<file path="config.mk">
export PLATFORM = sky130hd
export DESIGN_NAME = mtog_guard
export DESIGN_NICKNAME = d
export VERILOG_FILES = /design/src/hw/mtog_pkg.sv /design/src/hw/mtog_guard.sv
export SDC_FILE = /design/constraint.sdc
export NUM_CORES = 2
export LEC_CHECK = 0
export CAP_MARGIN = 20
export CORE_MARGIN = 8
export CORE_UTILIZATION = 59
export CTS_CLUSTER_DIAMETER = 40
export DETAILED_ROUTE_END_ITERATION = 10
export DONT_BUFFER_PORTS = 1
export GPL_TIMING_DRIVEN = 0
export HOLD_SLACK_MARGIN = 0.05
export PLACE_DENSITY = 0.85
export SYNTH_ARGS = -nofsm -noshare
export SYNTH_HDL_FRONTEND = slang
export SYNTH_SLANG_ARGS = --single-unit
</file>
<file path="constraint.sdc">
create_clock -name hclk -period 17.7 [get_ports hclk]
set_input_delay 1.77 -clock hclk [delete_from_list [all_inputs] [get_ports hclk]]
set_output_delay 1.77 -clock hclk [all_outputs]
set_load 0.01 [all_outputs]
</file>
<file path="src/hw/mtog_pkg.sv">
/*
  constants, register map and field layout of the motor thermal overload guard.
  assumes a 125 MHz system clock and a 32-bit ahb-lite register bus.
*/
package mtog_pkg;
  // register byte addresses
  localparam logic [7:0] MTOG_CTRL_ADDR = 8'h00;
  localparam logic [7:0] MTOG_LEVEL_ADDR = 8'h04;
  localparam logic [7:0] MTOG_TAU_ADDR = 8'h08;
  localparam logic [7:0] MTOG_BASE_ADDR = 8'h0c;
  localparam logic [7:0] MTOG_STAT_ADDR = 8'h10;
  localparam logic [7:0] MTOG_MASK_ADDR = 8'h14;
  localparam logic [7:0] MTOG_HEAT_ADDR = 8'h18;
  localparam logic [7:0] MTOG_FACT_ADDR = 8'h1c;
  // cooling and motor type codes
  localparam logic [1:0] MTOG_COOL_SHAFT = 2'h1;
  localparam logic [1:0] MTOG_COOL_CONST = 2'h2;
  localparam logic [2:0] MTOG_MT_A0 = 3'h0;
  localparam logic [2:0] MTOG_MT_A4 = 3'h4;
  localparam logic [2:0] MTOG_MT_B1 = 3'h1;
  localparam logic [2:0] MTOG_MT_B3 = 3'h3;
  // control register layout, carried as one struct
  typedef struct packed {
    logic [2:0] size_class;          // 0:<=1hp 1:2-5 2:7.5-15 3:20 4:25-30
    logic [2:0] motor_type_select;
    logic [1:0] cooling_type_select;
  } mtog_ctrl_t;
  localparam mtog_ctrl_t MTOG_CTRL_RST = '{3'h0, 3'h0, MTOG_COOL_SHAFT};
  // thermal time constant in tenths of a minute
  localparam logic [9:0] MTOG_TAU_MIN = 10'h005;
  localparam logic [9:0] MTOG_TAU_MAX = 10'h2ee;
  localparam logic [9:0] MTOG_TAU_RST = 10'h032;
  // base frequency, 0.01 hz units, reset 60.00 hz
  localparam logic [15:0] MTOG_BASE_RST = 16'h1770;
  // breakpoints in 0.01 hz
  localparam logic [15:0] MTOG_F5HZ = 16'h01f4;
  localparam logic [15:0] MTOG_F6HZ = 16'h0258;
  localparam logic [15:0] MTOG_F7HZ = 16'h02bc;
  localparam logic [6:0] MTOG_BP_PCT = 7'h21;
  localparam logic [6:0] MTOG_PCT_FULL = 7'h64;
  // characteristic factors in percent
  localparam logic [6:0] MTOG_A69 = 7'h45;
  localparam logic [6:0] MTOG_A75 = 7'h4b;
  localparam logic [6:0] MTOG_A85 = 7'h55;
  localparam logic [6:0] MTOG_A90 = 7'h5a;
  localparam logic [6:0] MTOG_A92 = 7'h5c;
  localparam logic [6:0] MTOG_A95 = 7'h5f;
  // status bits
  localparam int MTOG_ST_TRIP = 0;
  localparam int MTOG_ST_WARN = 1;
  localparam int MTOG_ST_W = 2;
  // heat model: leak shift per tick, leak period ratio 1/ln(2.25/1.25) in milli
  localparam int MTOG_LEAK_SHIFT = 8;
  localparam longint MTOG_LEAK_MILLI = 1701;
  localparam longint MTOG_CLK_HZ = 125000000;
  localparam longint MTOG_TAU_UNIT_S = 6;
  localparam longint MTOG_TICK_CYC = MTOG_TAU_UNIT_S * MTOG_CLK_HZ * MTOG_LEAK_MILLI
                                     / (1000 * (64'h1 << MTOG_LEAK_SHIFT));
  // early warning at three quarters of the trip level
  localparam int MTOG_WARN_NUM = 3;
  localparam int MTOG_WARN_SH = 2;
endpackage

</file>
<file path="src/hw/mtog_guard.sv">
/*
  motor thermal overload guard: first-order heat model of the motor fed by output
  current, low-speed derating, overload alarm, early warning and interrupt.
  assumes output current (0.01 a) and frequency (0.01 hz) arrive synchronous to
  hclk, and one ahb-lite master with hsel decoded outside.
*/
// Our own choices: the address map and register access over AHB-Lite.
`timescale 1ns/1ps
module mtog_guard
  import mtog_pkg::*;
#(
  parameter int unsigned TICK_BASE_CYCLES = 32'(MTOG_TICK_CYC)
) (
  // clock and reset
  input wire logic hclk,
  input wire logic hresetn,
  // ahb-lite slave
  input wire logic hsel,
  input wire logic [7:0] haddr,
  input wire logic [1:0] htrans,
  input wire logic hwrite,
  input wire logic [2:0] hsize,
  input wire logic [31:0] hwdata,
  input wire logic hready,
  output logic hreadyout,
  output logic [31:0] hrdata,
  output logic hresp,
  // drive measurements
  input wire logic [15:0] out_current,
  input wire logic [15:0] out_freq,
  // alarm outputs
  output logic overload_alarm,
  output logic early_warning,
  output logic irq
);
  // bus phase capture
  logic wr_pend_q, wr_pend_d;        // write data phase pending
  logic [7:0] wr_addr_q, wr_addr_d;
  logic [31:0] rdata_q, rdata_d;
  // software state
  mtog_ctrl_t ctrl_q, ctrl_d;
  logic [15:0] level_q, level_d;     // overload_detect_level
  logic [9:0] tau_q, tau_d;          // thermal_time_const
  logic [15:0] base_q, base_d;
  logic [MTOG_ST_W-1:0] stat_q, stat_d, mask_q, mask_d;
  // model state
  logic [31:0] tick_cnt_q, tick_cnt_d;
  logic [9:0] tau_cnt_q, tau_cnt_d;
  logic heat_tick;                   // one pulse per model step
  logic [6:0] alpha_q, alpha_d;      // present characteristic factor
  logic [47:0] heat_q, heat_d;
  logic warn_q, warn_d;
  // combinational helpers
  logic addr_ok;
  logic [15:0] bp33;
  logic [47:0] target, thr, heat_nx;
  logic [22:0] base33;
  logic [9:0] wtau;

  assign addr_ok = hsel && hready && htrans[1];
  assign hreadyout = 1'b1;           // zero wait states
  assign hresp = 1'b0;
  assign hrdata = rdata_q;
  assign overload_alarm = stat_q[MTOG_ST_TRIP];
  assign early_warning = warn_q;
  assign irq = |(stat_q & mask_q);

  // derived breakpoint: a third of base frequency
  assign base33 = 23'(base_q * MTOG_BP_PCT);
  assign bp33 = 16'(base33 / 23'(MTOG_PCT_FULL));
  // target in current squared times ten thousand, threshold in (level*alpha)^2
  assign target = 48'(32'(out_current * out_current) * 48'd10000);
  assign thr = 48'(23'(level_q * alpha_q) * 23'(level_q * alpha_q));
  assign heat_tick = (tick_cnt_q == TICK_BASE_CYCLES - 1) && (tau_cnt_q == tau_q - 10'h001);

  // bus address phase, read data and register writes
  always_comb begin
    wr_pend_d = addr_ok && hwrite;
    wr_addr_d = addr_ok ? haddr : wr_addr_q;
    rdata_d = rdata_q;
    ctrl_d = ctrl_q;
    level_d = level_q;
    tau_d = tau_q;
    base_d = base_q;
    mask_d = mask_q;
    wtau = hwdata[9:0];
    if (addr_ok && !hwrite) begin
      case (haddr)
        MTOG_CTRL_ADDR: rdata_d = {24'h0, ctrl_q};
        MTOG_LEVEL_ADDR: rdata_d = {16'h0, level_q};
        MTOG_TAU_ADDR: rdata_d = {22'h0, tau_q};
        MTOG_BASE_ADDR: rdata_d = {16'h0, base_q};
        MTOG_STAT_ADDR: rdata_d = {29'h0, warn_q, stat_q};
        MTOG_MASK_ADDR: rdata_d = {30'h0, mask_q};
        MTOG_HEAT_ADDR: rdata_d = heat_q[47:16];
        MTOG_FACT_ADDR: rdata_d = {25'h0, alpha_q};
        default: rdata_d = 32'h0; // unmapped reads as zero
      endcase
    end
    if (wr_pend_q) begin
      case (wr_addr_q)
        MTOG_CTRL_ADDR: ctrl_d = hwdata[7:0];
        MTOG_LEVEL_ADDR: level_d = hwdata[15:0];
        MTOG_TAU_ADDR: begin
          // out of range settings are clamped, not refused
          if (hwdata[31:10] != 22'h0 || wtau > MTOG_TAU_MAX) begin
            tau_d = MTOG_TAU_MAX;
          end else if (wtau < MTOG_TAU_MIN) begin
            tau_d = MTOG_TAU_MIN;
          end else begin
            tau_d = wtau;
          end
        end
        MTOG_BASE_ADDR: base_d = hwdata[15:0];
        MTOG_MASK_ADDR: mask_d = hwdata[MTOG_ST_W-1:0];
        default: ; // other writes are ignored
      endcase
    end
  end

  always_ff @(posedge hclk or negedge hresetn) begin
    if (!hresetn) begin
      wr_pend_q <= 1'b0;
      wr_addr_q <= 8'h0;
      rdata_q <= 32'h0;
      ctrl_q <= MTOG_CTRL_RST;
      level_q <= 16'h0;
      tau_q <= MTOG_TAU_RST;
      base_q <= MTOG_BASE_RST;
      mask_q <= '0;
    end else begin
      wr_pend_q <= wr_pend_d;
      wr_addr_q <= wr_addr_d;
      rdata_q <= rdata_d;
      ctrl_q <= ctrl_d;
      level_q <= level_d;
      tau_q <= tau_d;
      base_q <= base_d;
      mask_q <= mask_d;
    end
  end

  // characteristic factor from cooling, motor type, size and frequency
  always_comb begin
    alpha_d = MTOG_PCT_FULL;
    if (ctrl_q.cooling_type_select == MTOG_COOL_SHAFT) begin
      if (ctrl_q.motor_type_select == MTOG_MT_B1 ||
          ctrl_q.motor_type_select == MTOG_MT_B3) begin
        // both breakpoints coincide, so the middle factor never applies
        alpha_d = (out_freq < bp33) ? MTOG_A69 : MTOG_A90;
      end else begin
        // types 0 and 4; other codes fall back to the same table
        case (ctrl_q.size_class)
          3'h0: alpha_d = (out_freq < MTOG_F5HZ) ? MTOG_A75 :
                          (out_freq < MTOG_F7HZ) ? MTOG_A85 : MTOG_PCT_FULL;
          3'h1, 3'h3: alpha_d = (out_freq < MTOG_F7HZ) ? MTOG_A85 : MTOG_PCT_FULL;
          3'h2: alpha_d = (out_freq < MTOG_F5HZ) ? MTOG_A90 :
                          (out_freq < MTOG_F6HZ) ? MTOG_A95 : MTOG_PCT_FULL;
          3'h4: alpha_d = (out_freq < MTOG_F5HZ) ? MTOG_A92 : MTOG_PCT_FULL;
          default: alpha_d = MTOG_PCT_FULL;
        endcase
      end
    end
  end

  // model step timer: base ticks, then tau base ticks per step
  always_comb begin
    tick_cnt_d = tick_cnt_q + 32'h1;
    tau_cnt_d = tau_cnt_q;
    if (tick_cnt_q >= TICK_BASE_CYCLES - 1) begin
      tick_cnt_d = 32'h0;
      // step period scales with tau so the leak stays a plain shift
      tau_cnt_d = (tau_cnt_q >= tau_q - 10'h001) ? 10'h0 : tau_cnt_q + 10'h001;
    end
  end

  // heat model, warning and sticky status
  always_comb begin
    heat_nx = heat_q;
    if (target >= heat_q) begin
      heat_nx = heat_q + ((target - heat_q) >> MTOG_LEAK_SHIFT);
    end else begin
      heat_nx = heat_q - ((heat_q - target) >> MTOG_LEAK_SHIFT);
    end
    heat_d = heat_q;
    warn_d = warn_q;
    stat_d = stat_q;
    // write one to clear, an event in the same cycle wins
    if (wr_pend_q && wr_addr_q == MTOG_STAT_ADDR) begin
      stat_d = stat_q & ~hwdata[MTOG_ST_W-1:0];
    end
    if (level_q == 16'h0) begin
      heat_d = 48'h0;
      warn_d = 1'b0;
    end else if (heat_tick) begin
      heat_d = heat_nx;
      // same model and time constant as the trip path
      warn_d = (heat_nx << MTOG_WARN_SH) >= 48'(thr * MTOG_WARN_NUM);
      if (heat_nx >= thr) begin
        stat_d[MTOG_ST_TRIP] = 1'b1;
      end
      if (warn_d && !warn_q) begin
        stat_d[MTOG_ST_WARN] = 1'b1;
      end
    end
  end

  always_ff @(posedge hclk or negedge hresetn) begin
    if (!hresetn) begin
      tick_cnt_q <= 32'h0;
      tau_cnt_q <= 10'h0;
      alpha_q <= MTOG_PCT_FULL;
      heat_q <= 48'h0;
      warn_q <= 1'b0;
      stat_q <= '0;
    end else begin
      tick_cnt_q <= tick_cnt_d;
      tau_cnt_q <= tau_cnt_d;
      alpha_q <= alpha_d;
      heat_q <= heat_d;
      warn_q <= warn_d;
      stat_q <= stat_d;
    end
  end
endmodule

</file>
==> flow_summary.yaml <==
status:
  status: "finished, violations left"
  violations: "setup timing"
sta:
  period_share_pct: 127
  hold_ws_ns: 0.529
  skew_ns: 0.0327
  relSlewSlack_pct: 19.9
  max_freq_mhz: 44.6
  tightest_slew_ns: 1.19
  finalSetupViolations: 32
  period_needed_ns: 22.42
  rsz0062_at_grt: "yes"
  finalWorstSetupSlack_ns: -4.72
  slew_violations: 0
  tns_ns: -69.32
  hold_viol_final: 0
worst_setup_path:
  cp_common_cell: "a21oi_2"
  r2r_cells: 73
  path_buf_inv: 15
  rr_endpoint: "early_warning$_DFFE_PN0P_"
  crit_path_start_kind: "input pin"
  rr_startpoint: "alpha_q[2]$_DFF_PN1_"
  critPathRequiredTime_ns: 18.07
  cpPeakStageDelay_ns: 0.62
  path_delay_family: "compound AO/OA/AOI/OAI gates"
  path_class: "input pin to register"
  r2r_slack_ns: -0.85
  cp_max_fo: 7
  critPathCaptureType: "register"
  cp_slowest_cell: "fa_1"
  arrival_ns: 22.79
min_path:
  min_to: "wr_addr_q[7]$_DFFE_PN0P_"
  hp-start: "wr_addr_q[7]$_DFFE_PN0P_"
  min_path_type: "register to register"
  holdPathStages: 1
grt:
  gr-usage-all-layers_pct: 32.3
  grt_start_max_net_pins: 193
  grt_first_pass_wirelength_mm: 258
  antenna_found_initial: 8
  grt_pass1_vias: 50367
  overflow: 0
die:
  die-width_um: 315
  io_pins: 119
  rows: 109
  initial_core_util_pct: 59.5
  core_um2: 88500
  chipHeight_um: 315
  die_area_um2: 99200
routing:
  num_vias: 48253
  ant_nets: 0
  dr.pass1.iters: 9
  totalWireLength_mm: 170
  drc: 0
  initialDrtViolationCount: 5098
  vias_per_cell: 6.28
  wl_per_cell_um: 22.2
cells_and_area:
  final_cell_mix: "inv_1, ha_1, fa_1"
  syn_to_final_growth_pct: 12.8
  layout_commonest_cell: "inv_1"
  drive_gt1_share_pct: 13.3
  fin_nets: 8039
  nFillCells: 6108
yosys:
  synth-xor-area-share_pct: 5.73
  synth_area_um2: 52700
  synth_adder_area_share_pct: 44.8
  syn_area_per_cell_um2: 8.48
  muxShareOfSynthArea_pct: 1.81
  yosys.area_share.simple_pct: 13.6
  yosysSeqAreaShare_pct: 9.15
  synth_top_family_by_area: "adder cells"
  synth_cell_types: 124
  ys.flop_type: "dfrtp_1"
  synth-warning-count: 0
  synth_compound_area_share_pct: 14.5
  netlist_instances: 6215
  synth_edf_count: 0
  synth_seq_cells: 192
  async_flop_share_pct: 100
cts:
  cts.sinks: 192
  cts-root-buf: "clkbuf_16"
  cts-htree-levels: 4
  cts_buffers: 17
  clk_latency_ns: 0.50
  clockBufferDepth: 2
  clk_pin_slew_worst_paths_ns: 0.09
  tritoncts: "yes"
place:
  dp.final_hpwl_mm: 116
  gp_congestion: 0.971
  portBuffers: 0
job:
  maxCapViolations: 0
## kinds of logic after synthesis
logic type	after synthesis
AND/OR/NAND/NOR	1528
other	2
XOR/XNOR	343
multiplexers	81
buffers and inverters	1441
AO/OA/AOI/OAI	1166
flip-flops	192
adder cells (fa/ha/maj)	1462
## registers in the layout, indices dropped and copies added (netlist names)
register,count
hrdata,32
wr_pend_q,1
tau_q,10
stat_q,2
tick_cnt_q,32
ctrl_q,8
wr_addr_q,8
mask_q,2
base_q,16
tau_cnt_q,10
heat_q,48
level_q,16
alpha_q,6
early_warning,1
## final cells by class
cell class	instances	area, um2	share of cell area (%)
sequential	192	4820	8.11
inverter	1262	4750	7.99
clock inverter	14	194	0.326
clock buffer	18	429	0.722
multi-input combinational	4592	44800	75.3
antenna	4	10.0	0.0168
tap	1165	1460	2.45
timing repair buffer	267	2170	3.65
buffer	167	852	1.43
## metal layers
metal / vias to the layer above / global-route usage, % / part of all wire [%]
li1: 20730 / - / -
met1: 23081 / 35.0 / 33
met2: 3152 / 54.2 / 46
met3: 1286 / 7.34 / 9.8
met4: 4 / 26.4 / 11
met5: - / 0 / 0.025
## worst max-delay path by stage
| stage | cells after the start | from | slack, ns | endpoint |
|---|---|---|---|---|
| floorplan | 115 | out_current[1] | -3.05 | stat_q[0]$_DFF_PN0_ |
| global placement | 121 | out_current[5] | -6.02 | stat_q[0]$_DFF_PN0_ |
| detailed placement | 121 | out_current[5] | -6.75 | stat_q[0]$_DFF_PN0_ |
| CTS | 117 | out_current[1] | -3.51 | stat_q[0]$_DFF_PN0_ |
| global route | 116 | out_current[3] | -5.37 | stat_q[0]$_DFF_PN0_ |
| finish | 116 | out_current[1] | -4.72 | stat_q[0]$_DFF_PN0_ |
## synth_stat cells (all sizes together) (59+ instances only)
cell | number | area [um2]
dfrtp | 179 | 4480
nand3 | 66 | 330
ha | 751 | 9400
and2 | 136 | 851
a21o | 98 | 736
xor2 | 102 | 908
nor2 | 399 | 1500
nor3 | 80 | 400
xnor2 | 241 | 2110
fa | 707 | 14200
inv | 1256 | 4710
clkbuf | 155 | 583
o21bai | 89 | 668
nand2 | 531 | 2000
a21oi | 349 | 1770
nand2b | 59 | 369
o21ai | 268 | 1350
## timing repair
item,4_1_cts,5_1_grt
gates resized for setup,322,213
endpoints found under the setup margin,41,38
setup buffers,278,57
gates cloned,0,1
hold buffers,0,0
pin swaps,265,189
endpoints found under the hold margin,0,0
## through the flow
stage	cells	worst slack (ns)	util (%)	area, um2
4_1_cts	7691	-3.51	66.3	58700
5_1_grt	7678	-5.37	67.2	59500
2_1_floorplan	6225	-3.05	-	53100
3_3_place_gp	7390	-6.02	61.6	54500
3_5_place_dp	7395	-6.75	61.7	54600
6_report	7681	-4.72	67.2	59500
## worst register-to-register path: cells and delay by family (launching register included)
family                     cells  cell delay [ns]
AOI/OAI and AO/OA             36             6.81
xor gates and xnor gates       2             0.67
adders and majority gates     15             6.64
buffers and inverters         11             2.38
DFF                            1             0.53
and+or+nand+nor                9             1.41
Power is left out: the tool's default activity adds up to more than one toggle a clock period on the data nets, which glitch-free logic cannot reach.
